<file path="src/rtl/avmsc_pkg.sv">
/*
  Constants, types and helpers shared by the volume, mute and status controller.
  Assumes a 250 MHz system clock and a host register port fed by the serial
  control interface decoder.
*/
package avmsc_pkg;
  localparam int NUM_CH = 6;
  localparam int CLK_PERIOD_NS = 4;
  localparam int TICK_NS = 1_000_000;
  localparam int TICK_CYCLES = TICK_NS / CLK_PERIOD_NS;
  // Millisecond counts; N ticks span (N-1, N] ms
  localparam int SLOW_START_MS = 100;
  localparam int FAST_START_MS = 5;
  localparam int GAIN_HOLD_MS = 5;
  localparam int CLIP_CLEAR_MS = 10;
  localparam int RAMP_MS = 64;
  localparam int RAMP_SHIFT = 12;
  localparam int AUTOMUTE_MIN_MS = 5;
  localparam int AUTOMUTE_MAX_MS = 50;
  localparam int RESET_LEAD_MCLK = 16;
  localparam int MUTE_PIN_MCLK = 3;
  localparam int FRAME_TOL = 10;
  localparam int FRAME_SHORT = 128;
  localparam int FRAME_LONG = 256;
  localparam int DEEMPH_INIT_FRAMES = 128;
  localparam int MCLK_IDLE_CYCLES = 64;
  localparam logic [7:0] REG_STATUS = 8'h00;
  localparam logic [7:0] REG_ID = 8'h01;
  localparam logic [7:0] REG_SYS_CTL = 8'h02;
  localparam logic [7:0] REG_AUTOMUTE_DLY = 8'h03;
  localparam logic [7:0] REG_CH_MUTE = 8'h04;
  localparam logic [7:0] REG_GAIN_BASE = 8'h08;
  localparam int SYS_MUTE_BIT = 0;
  localparam int SYS_AUTOMUTE_EN_BIT = 1;
  localparam int SYS_DEEMPH_LO_BIT = 2;
  localparam int SYS_DEEMPH_HI_BIT = 3;
  localparam int SYS_MCLK256_BIT = 4;
  localparam logic [7:0] SYS_CTL_RESET = 8'h12;
  localparam logic [7:0] AUTOMUTE_DLY_RESET = 8'h05;
  localparam int ST_VOL_BUSY = 0;
  localparam int ST_NO_ERR = 1;
  localparam int ST_FRAME_ERR = 2;
  localparam int ST_MCLK_ERR = 3;
  // Code FF is +24 dB, half-dB per code down to 0F (-96 dB), coarser below, 00 mute
  localparam logic [7:0] GAIN_MUTE_CODE = 8'h00;
  localparam logic [7:0] GAIN_0DB_CODE = 8'hCF;
  localparam logic [7:0] GAIN_RESET = GAIN_0DB_CODE;

  typedef enum logic [1:0] {PWR_DOWN, PWR_WAIT_CLK, PWR_STARTUP, PWR_RUN} avmsc_pwr_t;

  function automatic logic frame_ok(input logic [8:0] cnt, input logic long_frame);
    int exp;
    begin
      exp = long_frame ? FRAME_LONG : FRAME_SHORT;
      frame_ok = (int'(cnt) >= exp - FRAME_TOL) && (int'(cnt) <= exp + FRAME_TOL);
    end
  endfunction

  function automatic logic [5:0] clamp_dly(input logic [7:0] v);
    begin
      if (int'(v) < AUTOMUTE_MIN_MS) begin
        clamp_dly = 6'(AUTOMUTE_MIN_MS);
      end else if (int'(v) > AUTOMUTE_MAX_MS) begin
        clamp_dly = 6'(AUTOMUTE_MAX_MS);
      end else begin
        clamp_dly = v[5:0];
      end
    end
  endfunction
endpackage

</file>
<file path="src/rtl/avmsc_ctrl.sv">
/*
  Start-up sequencing, status, soft volume, mute, auto mute, de-emphasis select
  and clip indicator for a six-channel modulator.
  Assumes a register port from the serial control interface decoder and
  same-clock sample and clip flags from the modulator datapath.
*/
`timescale 1ns/1ps
module avmsc_ctrl
  import avmsc_pkg::*;
#(
  parameter int TICK_LEN = avmsc_pkg::TICK_CYCLES,
  parameter logic [7:0] DEVICE_ID = 8'hA5 // Arbitrary value
) (
  input wire logic sys_clk,
  input wire logic rst,
  input wire logic reset_n_pin,
  input wire logic power_down_n,
  input wire logic mclk_in,
  input wire logic lrclk_in,
  input wire logic mute_n_pin,
  input wire logic pll_lock,
  input wire logic err_recovery_n,
  input wire logic sample_strobe,
  input wire logic [5:0] ch_sample_nonzero,
  input wire logic [5:0] clip_detect,
  input wire logic ctl_wr_en,
  input wire logic [7:0] ctl_addr,
  input wire logic [7:0] ctl_wdata,
  output logic [7:0] ctl_rdata,
  output logic [5:0] ch_valid,
  output logic [47:0] ch_gain,
  output logic deemph_enable,
  output logic [1:0] deemph_rate,
  output logic clip_n
);
  typedef struct packed {
    avmsc_pwr_t pwr;
    logic slow;
    logic [6:0] start_ms;
    logic [31:0] tick_cnt;
    logic tick;
    logic mclk_prev;
    logic lrclk_prev;
    logic [6:0] idle_cnt;
    logic [4:0] lead_cnt;
    logic [1:0] mute_cnt;
    logic [8:0] frame_cnt;
    logic frame_err;
    logic [7:0] deemph_cnt;
    logic [2:0] hold_ms;
    logic [3:0] clip_ms;
    logic clip_hold;
    logic [7:0] sys_ctl;
    logic [7:0] am_dly;
    logic [5:0] ch_mute;
    logic [5:0][7:0] gain;
    logic [5:0][5:0] zero_ms;
    logic [5:0][1:0] nz_run;
    logic [5:0] automuted;
    logic [5:0] valid;
    logic [1:0] deemph;
    logic [7:0] rdata;
  } avmsc_state_t;

  avmsc_state_t st_reg;
  avmsc_state_t st_next;

  logic [5:0] pins_s;
  logic reset_n_s;
  logic pdn_n_s;
  logic mclk_s;
  logic lrclk_s;
  logic mute_n_s;
  logic lock_s;
  logic err_s;
  logic mclk_edge;
  logic lrclk_edge;
  logic mclk_active;
  logic pin_mute;
  logic deemph_busy;
  logic running;
  logic hard_mute;
  logic [5:0] ch_muted;
  logic [5:0] ramp_start;
  logic [5:0] ramp_busy;
  logic [5:0][7:0] ramp_gain;
  logic [5:0][7:0] ramp_to;
  logic [5:0][7:0] desired;
  logic [7:0] status;

  avmsc_pin_sync #(.W(6)) u_sync (
    .sys_clk(sys_clk),
    .rst(rst),
    .pin_async({err_recovery_n, pll_lock, mute_n_pin, lrclk_in, mclk_in, power_down_n}),
    .pin_sync(pins_s)
  );

  // Device reset pin kept separate so its lead over power-down can be measured
  avmsc_pin_sync #(.W(1)) u_sync_rst (
    .sys_clk(sys_clk),
    .rst(rst),
    .pin_async(reset_n_pin),
    .pin_sync(reset_n_s)
  );

  assign pdn_n_s = pins_s[0];
  assign mclk_s = pins_s[1];
  assign lrclk_s = pins_s[2];
  assign mute_n_s = pins_s[3];
  assign lock_s = pins_s[4];
  assign err_s = ~pins_s[5];
  assign mclk_edge = mclk_s & ~st_reg.mclk_prev;
  assign lrclk_edge = lrclk_s & ~st_reg.lrclk_prev;
  assign mclk_active = (int'(st_reg.idle_cnt) < MCLK_IDLE_CYCLES);
  assign pin_mute = (int'(st_reg.mute_cnt) >= MUTE_PIN_MCLK);
  assign deemph_busy = (st_reg.deemph_cnt != 8'h00);
  assign running = (st_reg.pwr == PWR_RUN);
  // Recovery forces gains to mute; on exit they ramp to the mute-dictated target
  assign hard_mute = ~running | err_s;

  genvar gi;
  generate
    for (gi = 0; gi < NUM_CH; gi++) begin : g_ch
      // Mute sources share one quiet path: pin, control bit, de-emphasis reload, channel bit
      assign ch_muted[gi] = pin_mute | st_reg.sys_ctl[SYS_MUTE_BIT] | deemph_busy | st_reg.ch_mute[gi];
      assign desired[gi] = ch_muted[gi] ? GAIN_MUTE_CODE : st_reg.gain[gi];
      // Only channels whose target moved start; the latest write is the next value
      assign ramp_start[gi] = ~hard_mute & (desired[gi] != ramp_to[gi]) &
                              (ch_muted[gi] | (st_reg.hold_ms == 3'd0));
      avmsc_gain_ramp u_ramp (
        .sys_clk(sys_clk),
        .rst(rst),
        .tick(st_reg.tick),
        .hard_mute(hard_mute),
        .start(ramp_start[gi]),
        .target(desired[gi]),
        .gain(ramp_gain[gi]),
        .gain_target(ramp_to[gi]),
        .busy(ramp_busy[gi])
      );
    end
  endgenerate

  always_comb begin
    status = 8'h00;
    status[ST_VOL_BUSY] = |ramp_busy;
    status[ST_NO_ERR] = (&st_reg.valid) & ~st_reg.frame_err & lock_s & mclk_active & ~err_s;
    status[ST_FRAME_ERR] = st_reg.frame_err;
    status[ST_MCLK_ERR] = ~lock_s | ~mclk_active;
  end

  always_comb begin
    logic wr_ok;
    logic [7:0] gidx;
    wr_ok = 1'b0;
    gidx = 8'h00;
    st_next = st_reg;
    st_next.mclk_prev = mclk_s;
    st_next.lrclk_prev = lrclk_s;

    // Millisecond tick
    st_next.tick = 1'b0;
    if (int'(st_reg.tick_cnt) >= TICK_LEN - 1) begin
      st_next.tick_cnt = '0;
      st_next.tick = 1'b1;
    end else begin
      st_next.tick_cnt = st_reg.tick_cnt + 32'd1;
    end

    // Master clock activity and mute pin qualification
    if (mclk_edge) begin
      st_next.idle_cnt = '0;
    end else if (mclk_active) begin
      st_next.idle_cnt = st_reg.idle_cnt + 7'd1;
    end
    if (mute_n_s) begin
      st_next.mute_cnt = '0;
    end else if (mclk_edge && !pin_mute) begin
      st_next.mute_cnt = st_reg.mute_cnt + 2'd1;
    end

    // Frame length check
    if (lrclk_edge) begin
      st_next.frame_cnt = '0;
      st_next.frame_err = ~frame_ok(st_reg.frame_cnt, st_reg.sys_ctl[SYS_MCLK256_BIT]);
      if (deemph_busy) begin
        st_next.deemph_cnt = st_reg.deemph_cnt - 8'd1;
      end
    end else if (mclk_edge && st_reg.frame_cnt != 9'h1FF) begin
      st_next.frame_cnt = st_reg.frame_cnt + 9'd1;
    end

    // Power sequencing
    case (st_reg.pwr)
      PWR_DOWN: begin
        if (!reset_n_s) begin
          st_next.lead_cnt = '0;
        end else if (!pdn_n_s && mclk_edge && int'(st_reg.lead_cnt) < RESET_LEAD_MCLK) begin
          st_next.lead_cnt = st_reg.lead_cnt + 5'd1;
        end
        if (reset_n_s && pdn_n_s) begin
          st_next.slow = (int'(st_reg.lead_cnt) >= RESET_LEAD_MCLK);
          st_next.start_ms = (int'(st_reg.lead_cnt) >= RESET_LEAD_MCLK) ?
                             7'(SLOW_START_MS) : 7'(FAST_START_MS);
          st_next.pwr = mclk_active ? PWR_STARTUP : PWR_WAIT_CLK;
        end
      end
      PWR_WAIT_CLK: begin
        if (mclk_active) begin
          st_next.slow = 1'b0;
          st_next.start_ms = 7'(FAST_START_MS);
          st_next.pwr = PWR_STARTUP;
        end
      end
      PWR_STARTUP: begin
        if (st_reg.tick) begin
          st_next.start_ms = st_reg.start_ms - 7'd1;
          if (st_reg.start_ms == 7'd1) begin
            st_next.pwr = PWR_RUN;
          end
        end
      end
      PWR_RUN: begin
      end
      default: begin
        st_next.pwr = PWR_DOWN;
      end
    endcase
    if (!reset_n_s || !pdn_n_s) begin
      st_next.pwr = PWR_DOWN;
      st_next.lead_cnt = (!reset_n_s) ? 5'd0 : st_next.lead_cnt;
    end

    // Gain write hold-off
    if (st_reg.tick && st_reg.hold_ms != 3'd0) begin
      st_next.hold_ms = st_reg.hold_ms - 3'd1;
    end

    // Register writes, ignored while powered down or held in reset
    wr_ok = ctl_wr_en & reset_n_s & pdn_n_s;
    gidx = ctl_addr - REG_GAIN_BASE;
    if (wr_ok) begin
      if (ctl_addr == REG_SYS_CTL) begin
        st_next.sys_ctl = ctl_wdata;
        if (ctl_wdata[SYS_DEEMPH_HI_BIT:SYS_DEEMPH_LO_BIT] !=
            st_reg.sys_ctl[SYS_DEEMPH_HI_BIT:SYS_DEEMPH_LO_BIT]) begin
          st_next.deemph_cnt = 8'(DEEMPH_INIT_FRAMES);
        end
      end else if (ctl_addr == REG_AUTOMUTE_DLY) begin
        st_next.am_dly = ctl_wdata;
      end else if (ctl_addr == REG_CH_MUTE) begin
        st_next.ch_mute = ctl_wdata[5:0];
      end else if (ctl_addr >= REG_GAIN_BASE && int'(gidx) < NUM_CH) begin
        st_next.gain[gidx[2:0]] = ctl_wdata;
        st_next.hold_ms = 3'(GAIN_HOLD_MS);
      end
    end

    // Auto mute per channel
    for (int i = 0; i < NUM_CH; i++) begin
      if (sample_strobe && ch_sample_nonzero[i]) begin
        st_next.zero_ms[i] = '0;
        st_next.nz_run[i] = (st_reg.nz_run[i] == 2'd2) ? 2'd2 : st_reg.nz_run[i] + 2'd1;
      end else begin
        if (sample_strobe) begin
          st_next.nz_run[i] = '0;
        end
        if (st_reg.tick && st_reg.zero_ms[i] != 6'h3F) begin
          st_next.zero_ms[i] = st_reg.zero_ms[i] + 6'd1;
        end
      end
      if (!st_reg.sys_ctl[SYS_AUTOMUTE_EN_BIT]) begin
        st_next.automuted[i] = 1'b0;
      end else if (st_reg.zero_ms[i] >= clamp_dly(st_reg.am_dly)) begin
        st_next.automuted[i] = 1'b1;
      end else if (st_reg.nz_run[i] == 2'd2) begin
        st_next.automuted[i] = 1'b0;
      end
      // Valid drops at once on hard mute or auto mute; for a muted channel, only once it has ramped fully down
      st_next.valid[i] = ~hard_mute & ~st_reg.automuted[i] &
                         ~(ch_muted[i] & ~ramp_busy[i] & (ramp_gain[i] == GAIN_MUTE_CODE));
    end

    // Clip indicator; a new clip beats the periodic clear
    if (st_reg.tick) begin
      st_next.clip_ms = (st_reg.clip_ms == 4'd1) ? 4'(CLIP_CLEAR_MS) : st_reg.clip_ms - 4'd1;
      if (st_reg.clip_ms == 4'd1) begin
        st_next.clip_hold = 1'b0;
      end
    end
    if (|clip_detect && running) begin
      st_next.clip_hold = 1'b1;
    end

    st_next.deemph = st_reg.sys_ctl[SYS_DEEMPH_HI_BIT:SYS_DEEMPH_LO_BIT];

    // Read data
    if (ctl_addr == REG_STATUS) begin
      st_next.rdata = status;
    end else if (ctl_addr == REG_ID) begin
      st_next.rdata = DEVICE_ID;
    end else if (ctl_addr == REG_SYS_CTL) begin
      st_next.rdata = st_reg.sys_ctl;
    end else if (ctl_addr == REG_AUTOMUTE_DLY) begin
      st_next.rdata = st_reg.am_dly;
    end else if (ctl_addr == REG_CH_MUTE) begin
      st_next.rdata = {2'b00, st_reg.ch_mute};
    end else if (ctl_addr >= REG_GAIN_BASE && int'(gidx) < NUM_CH) begin
      st_next.rdata = st_reg.gain[gidx[2:0]];
    end else begin
      st_next.rdata = 8'h00;
    end

    // Device reset pin restores defaults and hard-mutes at once
    if (!reset_n_s) begin
      st_next.sys_ctl = SYS_CTL_RESET;
      st_next.am_dly = AUTOMUTE_DLY_RESET;
      st_next.ch_mute = '0;
      st_next.gain = {NUM_CH{GAIN_RESET}};
      st_next.deemph_cnt = '0;
      st_next.hold_ms = '0;
      st_next.valid = '0;
      st_next.clip_hold = 1'b0;
    end else if (hard_mute) begin
      st_next.valid = '0;
    end
  end

  always_ff @(posedge sys_clk) begin
    if (rst) begin
      st_reg <= '0;
      st_reg.pwr <= PWR_DOWN;
      st_reg.idle_cnt <= 7'(MCLK_IDLE_CYCLES);
      st_reg.sys_ctl <= SYS_CTL_RESET;
      st_reg.am_dly <= AUTOMUTE_DLY_RESET;
      st_reg.gain <= {NUM_CH{GAIN_RESET}};
      st_reg.clip_ms <= 4'(CLIP_CLEAR_MS);
    end else begin
      st_reg <= st_next;
    end
  end

  always_comb begin
    for (int i = 0; i < NUM_CH; i++) begin
      ch_gain[i*8 +: 8] = ramp_gain[i];
    end
  end

  assign ctl_rdata = st_reg.rdata;
  assign ch_valid = st_reg.valid;
  assign deemph_enable = (st_reg.deemph != 2'b00);
  assign deemph_rate = st_reg.deemph;
  assign clip_n = ~st_reg.clip_hold;
endmodule

</file>
<file path="src/rtl/avmsc_pin_sync.sv">
/*
  Three-stage pin synchroniser; an output changes only when stages two and three agree.
  Assumes pins are asynchronous to sys_clk and change slower than a few cycles.
*/
`timescale 1ns/1ps
module avmsc_pin_sync #(
  parameter int W = 1
) (
  input wire logic sys_clk,
  input wire logic rst,
  input wire logic [W-1:0] pin_async,
  output logic [W-1:0] pin_sync
);
  typedef struct packed {
    logic [W-1:0] s1;
    logic [W-1:0] s2;
    logic [W-1:0] s3;
    logic [W-1:0] stable;
  } avmsc_sync_t;

  avmsc_sync_t st_reg;
  avmsc_sync_t st_next;

  always_comb begin
    st_next = st_reg;
    st_next.s1 = pin_async;
    st_next.s2 = st_reg.s1;
    st_next.s3 = st_reg.s2;
    // Disagreeing bits hold their last settled value
    st_next.stable = (st_reg.s2 & st_reg.s3) | (st_reg.stable & (st_reg.s2 ^ st_reg.s3));
  end

  always_ff @(posedge sys_clk) begin
    if (rst) begin
      st_reg <= '0;
    end else begin
      st_reg <= st_next;
    end
  end

  assign pin_sync = st_reg.stable;
endmodule

</file>
<file path="src/rtl/avmsc_gain_ramp.sv">
/*
  One channel soft gain ramp: second-order s-curve over a fixed number of ms ticks.
  Assumes a one-cycle tick each millisecond and starts only while idle.
*/
`timescale 1ns/1ps
module avmsc_gain_ramp
  import avmsc_pkg::*;
(
  input wire logic sys_clk,
  input wire logic rst,
  input wire logic tick,
  input wire logic hard_mute,
  input wire logic start,
  input wire logic [7:0] target,
  output logic [7:0] gain,
  output logic [7:0] gain_target,
  output logic busy
);
  typedef struct packed {
    logic [7:0] cur;
    logic [7:0] from;
    logic [7:0] to;
    logic [6:0] step;
    logic busy;
  } avmsc_ramp_t;

  avmsc_ramp_t st_reg;
  avmsc_ramp_t st_next;

  // Accelerate over the first half, mirror over the second
  function automatic logic [13:0] s_curve(input logic [6:0] t);
    int r;
    begin
      r = RAMP_MS - int'(t);
      if (int'(t) < RAMP_MS / 2) begin
        s_curve = 14'(2 * int'(t) * int'(t));
      end else begin
        s_curve = 14'((RAMP_MS * RAMP_MS) - 2 * r * r);
      end
    end
  endfunction

  always_comb begin
    logic [6:0] t;
    logic signed [9:0] delta;
    logic signed [23:0] prod;
    logic signed [11:0] sum;
    t = st_reg.step + 7'd1;
    delta = $signed({2'b00, st_reg.to}) - $signed({2'b00, st_reg.from});
    prod = delta * $signed({1'b0, s_curve(t)});
    sum = $signed({4'b0000, st_reg.from}) + 12'(prod >>> RAMP_SHIFT);
    st_next = st_reg;
    if (hard_mute) begin
      st_next = '0;
    end else if (st_reg.busy) begin
      if (tick) begin
        st_next.step = t;
        st_next.cur = sum[7:0];
        if (int'(t) == RAMP_MS) begin
          st_next.cur = st_reg.to;
          st_next.busy = 1'b0;
        end
      end
    end else if (start) begin
      st_next.from = st_reg.cur;
      st_next.to = target;
      st_next.step = '0;
      st_next.busy = (target != st_reg.cur);
    end
  end

  always_ff @(posedge sys_clk) begin
    if (rst) begin
      st_reg <= '0;
    end else begin
      st_reg <= st_next;
    end
  end

  assign gain = st_reg.cur;
  assign gain_target = st_reg.to;
  assign busy = st_reg.busy;
endmodule

</file>
<file path="config.mk">
export PLATFORM = sky130hd
export DESIGN_NAME = avmsc_ctrl
export DESIGN_NICKNAME = d
export VERILOG_FILES = /design/src/rtl/avmsc_pkg.sv /design/src/rtl/avmsc_ctrl.sv /design/src/rtl/avmsc_pin_sync.sv /design/src/rtl/avmsc_gain_ramp.sv
export SDC_FILE = /design/constraint.sdc
export NUM_CORES = 2
export LEC_CHECK = 0
export BUFFER_PORTS_ARGS = -buffer_cell sky130_fd_sc_hd__clkbuf_2
export CORE_MARGIN = 2
export CORE_UTILIZATION = 65
export DETAILED_ROUTE_END_ITERATION = 7
export PLACE_DENSITY = 0.84
export SYNTH_ARGS = -nofsm -noshare
export SYNTH_HDL_FRONTEND = slang
export SYNTH_SLANG_ARGS = --single-unit
</file>
<file path="constraint.sdc">
create_clock -name sys_clk -period 16.2 [get_ports sys_clk]
set_clock_uncertainty 0.2 [all_clocks]
set_input_delay 4.05 -clock sys_clk [delete_from_list [all_inputs] [get_ports sys_clk]]
set_output_delay 4.05 -clock sys_clk [all_outputs]
set_load 0.01 [all_outputs]
</file>
* Word level (Yosys, flattened, before mapping)
Index checks and enable logic that the tools add are counted.
** Cells by class
- Reductions and logical operators :: 105
- Add/subtract/negate cells :: 54
- Magnitude comparators :: 25
- Multiply operators :: 18
- Equal/unequal tests :: 51
- Mux-type cells :: 113
- Bitwise logic cells :: 101
** Operators by type and width (count)
- 2-to-1 mux 8 bit :: 41
- multiplier 31 x 32 -> 13 bit :: 6
- multiplier 9 x 15 -> 20 bit :: 6
- inequality test 8 bit :: 12
- 2-to-1 mux 14 bit :: 6
- subtractor 14 bit, first input constant :: 6
- multiplier 7 x 7 -> 13 bit :: 6
- logical NOT 8 bit :: 7
- subtractor 8 x 8 -> 9 bit :: 6
- adder 7 x 1 -> 7 bit, second input constant :: 7
- adder 8 bit :: 6
- bitwise mux 48 bit :: 1
- subtractor 7 x 7 -> 8 bit, first input constant :: 6
- AND 1 bit :: 46
- nonzero test 2 bit :: 22
- == test 7 bit, second input constant :: 6
- < comparator 7 x 6 -> 1 bit, second input constant :: 6
- AND reduction 2 bit :: 20
- adder 6 x 1 -> 6 bit, second input constant :: 6
- greater-or-equal comparator 6 bit :: 6
- inequality test 6 bit, second input constant :: 6
- inverter 1 bit :: 33
- adder 32 x 1 -> 32 bit, second input constant :: 1
- greater-or-equal comparator 32 x 19 -> 1 bit, second input constant :: 1
- 64 further kinds :: 198
** Word-level totals
- Output and inout port bits :: 66
- Flip-flop bits (word level) :: 444
- Word-level logic and storage cells :: 553
- Bits of input ports :: 39

* Depth between registers and ports, before layout
- Depth in word-level cells :: 10
- Mapped depth :: 54
- Depth with buffers taken out :: 52

* By module
A second synthesis with hierarchy kept.
** Second synthesis, totals
- Cell total of the unflattened synthesis :: 7843
- Area, all modules :: 65133.7 µm²
** By module, submodules not included
- avmsc_gain_ramp (g_ch[0].u_ramp ...) :: seq. area each 640.6 µm², times used 3, cells each 1040, area an instance 8521.9 µm²
- avmsc_ctrl :: seq. area each 4484.3 µm², times used 1, cells each 1506, area an instance 12688.4 µm²
- avmsc_gain_ramp (g_ch[5].u_ramp) :: seq. area each 640.6 µm², times used 1, cells each 1043, area an instance 8723.4 µm²
- avmsc_gain_ramp (g_ch[3].u_ramp) :: seq. area each 640.6 µm², times used 1, cells each 1064, area an instance 8702.1 µm²
- avmsc_gain_ramp (g_ch[4].u_ramp) :: seq. area each 640.6 µm², times used 1, cells each 1032, area an instance 8523.2 µm²
- avmsc_pin_sync (u_sync) :: seq. area each 480.5 µm², times used 1, cells each 68, area an instance 810.8 µm²
- avmsc_pin_sync (u_sync_rst) :: seq. area each 80.1 µm², times used 1, cells each 10, area an instance 120.1 µm²

* Least setup slack after synthesis
Ideal clock, no wire load.
- Path type :: register -> register
- Start point :: register g_ch[3].u_ramp.st_reg[1] (netlist name)
- End point :: register g_ch[3].u_ramp.st_reg (netlist bit g_ch[3].u_ramp.gain[7])
- Cell stages (with the launch flop) :: 47
- Library setup time :: 0.059 ns
- Data arrival time :: 12.271 ns
- Path buffers :: 2
- Slack :: 3.670 ns
- Clock period less this slack :: 12.530 ns
- Required time :: 15.941 ns
- Cells stage by stage :: dfxtp_1 ha_1 buf_2 nand3_1 xor2_1 nand3_1 nor3_1 clkbuf_1 nor3_1 fa_1 inv_1 fa_1 inv_1 fa_1 inv_1 fa_1 inv_1 ha_1 (+11 left out) inv_1 fa_1 ha_1 ha_1 and3_1 a21oi_1 o21ai_0 o41a_1 a21o_1 xor2_1 ha_1 o41ai_1 xnor2_1 xor2_1 xnor2_1 xnor3_1 o21ai_1 o211a_1
** On the way
- Cells in the longest elaborated chain, start to end :: 8
- Elaborated cells between the ends (all ways) :: 11
- Those cells by class :: add/sub (4); mul (3); order compare (1); eq/ne (1); mux (2)
** Ends and longest elaborated chain
- start, declared :: line avmsc_gain_ramp.sv:27 : avmsc_ramp_t st_reg;
- start signal, assigned :: line avmsc_gain_ramp.sv:76 : st_reg <= st_next;
- adder 7 x 1 -> 7 bit (*) :: line avmsc_gain_ramp.sv:48 : t = st_reg.step + 7'd1;
- subtractor 7 x 7 -> 8 bit :: line avmsc_gain_ramp.sv:34 : r = RAMP_MS - int'(t);
- multiplier 31 x 32 -> 13 bit :: line avmsc_gain_ramp.sv:38 : s_curve = 14'((RAMP_MS * RAMP_MS) - 2 * r * r);
- subtractor 14 bit :: line avmsc_gain_ramp.sv:38
- 2-to-1 mux 14 bit :: line avmsc_gain_ramp.sv:35 : if (int'(t) < RAMP_MS / 2) begin
- multiplier 9 x 15 -> 20 bit :: line avmsc_gain_ramp.sv:50 : prod = delta * $signed({1'b0, s_curve(t)});
- adder 8 bit :: line avmsc_gain_ramp.sv:51 : sum = $signed({4'b0000, st_reg.from}) + 12'(prod >>> RAMP_SHIFT);
- 2-to-1 mux 8 bit (*) :: line avmsc_gain_ramp.sv:59 : if (int'(t) == RAMP_MS) begin
Every way passes the cells marked *; elsewhere a longest branch is shown, timed or not.
A chain may end at the register's enable or synchronous reset.

* Worst setup path in the final report
- Start point :: register g_ch[5].u_ramp.st_reg[2] (netlist name)
- End point :: register g_ch[5].u_ramp.st_reg (netlist bit g_ch[5].u_ramp.gain[7])
** On the way
- Cells in the longest elaborated chain, start to end :: 8
- Elaborated cells between the ends (all ways) :: 11
- Those cells by class :: add/sub (4); mul (3); order compare (1); eq/ne (1); mux (2)
** Ends and longest elaborated chain (line)
- start, declared :: avmsc_gain_ramp.sv:27
- start signal, assigned :: avmsc_gain_ramp.sv:76
- adder 7 x 1 -> 7 bit (*) :: avmsc_gain_ramp.sv:48
- subtractor 7 x 7 -> 8 bit :: avmsc_gain_ramp.sv:34
- multiplier 31 x 32 -> 13 bit :: avmsc_gain_ramp.sv:38
- subtractor 14 bit :: avmsc_gain_ramp.sv:38
- 2-to-1 mux 14 bit :: avmsc_gain_ramp.sv:35
- multiplier 9 x 15 -> 20 bit :: avmsc_gain_ramp.sv:50
- adder 8 bit :: avmsc_gain_ramp.sv:51
- 2-to-1 mux 8 bit (*) :: avmsc_gain_ramp.sv:59
Marked as above.

==> results by group <==
Floorplanning
  – Core ar.: 0.09685 mm²
  – Initial core utilization: 65.73%
  – Placement Rows: 114
  – Chip width: 317.0 µm
  – Die ar.: 0.1005 mm²
  – IO Count: 105
  – Die height: 317.0 µm

Clock network
  – Clock Path Buffers: 3
  – Clk Tree Root Cell: clkbuf_16
  – Clock latency on the worst-skew pair: 0.62 ns
  – CTS tree: built
  – Hold buffer count at CTS: 0
  – Num CTS Buffers: 49
  – Post-CTS Resized: 0
  – Post-CTS Setup Inserts: 0
  – # H-tree levels: 2
  – Clock Sinks: roughly 440
  – Reg clk slew, reported paths: 0.06 ns

Yosys
  – Cells after Synth: roughly 7800
  – Async S/R FF share, synth: 0%
  – Most common cell in the netlist: inv_1
  – Top_reg_cell synth: dfxtp_1
  – Post-synth EDFFs: 0
  – Cell Area, Synth: 0.06366 mm²
  – Ys Warns: 0
  – Yosys top cell area share: 24.15%
  – Synth Area per Inst: 8.208 µm²
  – Cell variety after synth: 103
  – Synth Register Bits: 444
  – Synth cell count leaders: 1042 x inv_1, 967 x nor2_1, 790 x nand2_1, 768 x fa_1, 674 x ha_1
  – Register area share after synthesis: about 14%
  – Dominant cell type by area after synthesis: fa_1
  – Synth area leaders: fa_1 24%, dfxtp_1 14%, ha_1 13%, inv_1 6.1%, nor2_1 5.7%
  – Mapped Nets: about 9200

Worst setup path
  – WP buf/inv: 6
  – FF-to-FF Start: g_ch[5].u_ramp.st_reg[2]$_SDFFE_PP0P_
  – Register-to-Register Path Depth: 47
  – CP dominant cell by count: fa_1
  – Crit-path slowest cell: nor3_2
  – Crit path depth: between 40 and 50
  – Crit Reg-Reg Endpoint: g_ch[5].u_ramp.gain[7]$_SDFFE_PP0P_
  – Worst setup EP type: flop
  – Delay-heaviest family, CP: adder cells
  – FF-to-FF setup slack: 2.23 ns
  – Critical path arrival: approximately 14 ns
  – Setup CP Type: flop to flop
  – Worst Path Required: 16.46 ns
  – Worst Setup Start Kind: flop
  – Largest stage delay on the critical path: slightly below 0.9 ns
  – Crit path max fanout: 15

Power and ir drop
  – Leak: 30.00 nW
  – Switching Share: ~23%
  – Sw Pwr: 0.5350 mW
  – Worst vdd ir: 0.08553 mV
  – Comb power frac: approximately 1.7%
  – Sequential share of power: between 40 and 50%
  – P per Cell Area: ~35 mW/mm²
  – Pint: 1.820 mW
  – Clock share of power: 51.7%

GRT
  – Number of global-route vias before repair: between 50000 and 60000
  – First-pass GRT wire length: 258400 µm
  – Total track usage: 31.07%
  – Initial antenna violation count: 10
  – Total global routing overflow: 0
  – Largest net degree at the start of global routing: 70

Route
  – Routed vias: 52305
  – Drt wl/cell: 17.25 µm
  – Detail Route Antenna Nets: 0
  – Routed WL: between 150000 and 200000 µm
  – Vias per std cell: around 6
  – Residual DRC count: 0
  – DR iter-0 viols: ~4200
  – DR pass1 iterations: 6

Timing
  – Slew margin rel.: 16.26%
  – Final TNS setup: 0 ns
  – Setup violators final: 0
  – Max-slew violation count: 0
  – Tcrit/Tclk final: about 86%
  – Worst Max-Slew Pin Slew: 1.245 ns
  – RSZ-0062 raised after global routing: false
  – Hold Fails Final Rpt: 0
  – Minimum clock period: 13.97 ns
  – WHS: about 0.23 ns
  – Fmax: 0.07160 GHz

Job
  – Max-Cap Viols: 0

Layout
  – Fraction of layout cells with a size suffix above 1: 5.061%
  – Synthesis-to-finish area growth: 4.295%
  – Filler cells: 7526
  – Largest register FFs: roughly 210
  – Final cell count without fillers: 8928
  – Final Net Count: between 9000 and 10000
  – Post-Route Utilization: slightly below 70%

Worst hold path
  – Worst Hold End: ch_valid[5]$_SDFF_PP0_
  – Worst Hold Depth: 1
  – Hold Crit Start: st_reg[21]$_SDFFE_PP0P_
  – Min-delay worst type: flop to flop

Outcome
  – Status: completed

Placed design
  – Port Buf Inserts: ~100
  – Placed cell count: about 9000
  – DP HPWL: between 100000 and 150000 µm
  – GP Congestion: 0.9594
==> worst max-delay path by stage <==
stage / startpoint / endpoint / slack [ns]
finish: g_ch[5].u_ramp.st_reg[2]$_SDFFE_PP0P_ / g_ch[5].u_ramp.gain[7]$_SDFFE_PP0P_ / 2.23
CTS: g_ch[5].u_ramp.st_reg[2]$_SDFFE_PP0P_ / g_ch[5].u_ramp.gain[7]$_SDFFE_PP0P_ / 2.34
floorplan: g_ch[3].u_ramp.st_reg[1]$_SDFFE_PP0P_ / g_ch[3].u_ramp.gain[7]$_SDFFE_PP0P_ / 3.67
global placement: g_ch[2].u_ramp.st_reg[1]$_SDFFE_PP0P_ / g_ch[2].u_ramp.gain[7]$_SDFFE_PP0P_ / 2.79
global route: g_ch[5].u_ramp.st_reg[2]$_SDFFE_PP0P_ / g_ch[5].u_ramp.gain[7]$_SDFFE_PP0P_ / 1.18
detailed placement: g_ch[5].u_ramp.st_reg[2]$_SDFFE_PP0P_ / g_ch[5].u_ramp.gain[7]$_SDFFE_PP0P_ / 2.36
==> layout make-up <==
class,instances,area (µm²),share of cell area (%)
Clock buffer,65,1396,2.103
Multi-Input combinational cell,5893,49180,74.07
Sequential cell,444,8889,13.39
Clock inverter,25,364.1,0.5484
Antenna cell,6,15.01,0.02261
Timing Repair Buffer,170,1016,1.530
Inverter,1049,3940,5.934
Tap cell,1276,1597,2.405
==> per-layer routing <==
layer  routed length (µm)  global-route usage (%)
met5                   64                       0
met2                71930                   51.08
met1                63600                   40.81
met3                12760                   5.954
met4                 5696                   11.54
==> power groups by stage <==
stage	Sequential (mW)	Combinational (mW)	Clock (mW)
after floorplan	1.12	0.0245	0
after global placement	1.12	0.0371	0
after detailed placement	1.12	0.0382	0
after CTS	1.10	0.0388	1.23
after global routing	1.10	0.0429	1.27
final	1.10	0.0401	1.22
==> placed cells by master (no fill, tap or decap), types with 182 or more instances in the layout <==
cell / netlist / final
a21oi_1: 386 / 386
dfxtp_1: 444 / 444
fa_1: 768 / 768
ha_1: 674 / 674
inv_1: 1042 / 1042
nand2_1: 790 / 790
nand3_1: 205 / 205
nor2_1: 967 / 967
o21ai_0: 207 / 207
xnor2_1: 350 / 350
xor2_1: 182 / 182
==> cells by family (layout without fill, tap and decap cells) <==
| kind of cell | Yosys count | after routing | synth area share [%] |
|---|---|---|---|
| xor+xnor | 544 | 544 | 7.705 |
| flops | 444 | 444 | 13.96 |
| compound gates | 1074 | 1074 | 10.57 |
| other cells | 0 | 6 | 0 |
| buf+inv | 1419 | 1309 | 8.880 |
| simple gates | 2735 | 2735 | 19.75 |
| mux | 98 | 98 | 1.741 |
| fa+ha+maj | 1442 | 1442 | 37.40 |
==> per-stage QoR <==
step | area [µm²] | power (mW) | setup slack (ns)
2_1_floorplan | 63660 | 1.146 | 3.670
3_3_place_gp | 64620 | 1.159 | 2.786
3_5_place_dp | 64620 | 1.160 | 2.360
4_1_cts | 66380 | 2.362 | 2.340
5_1_grt | 66380 | 2.412 | 1.178
6_report | 66390 | 2.355 | 2.234
Note: power is estimated with default switching activity, not from simulation.
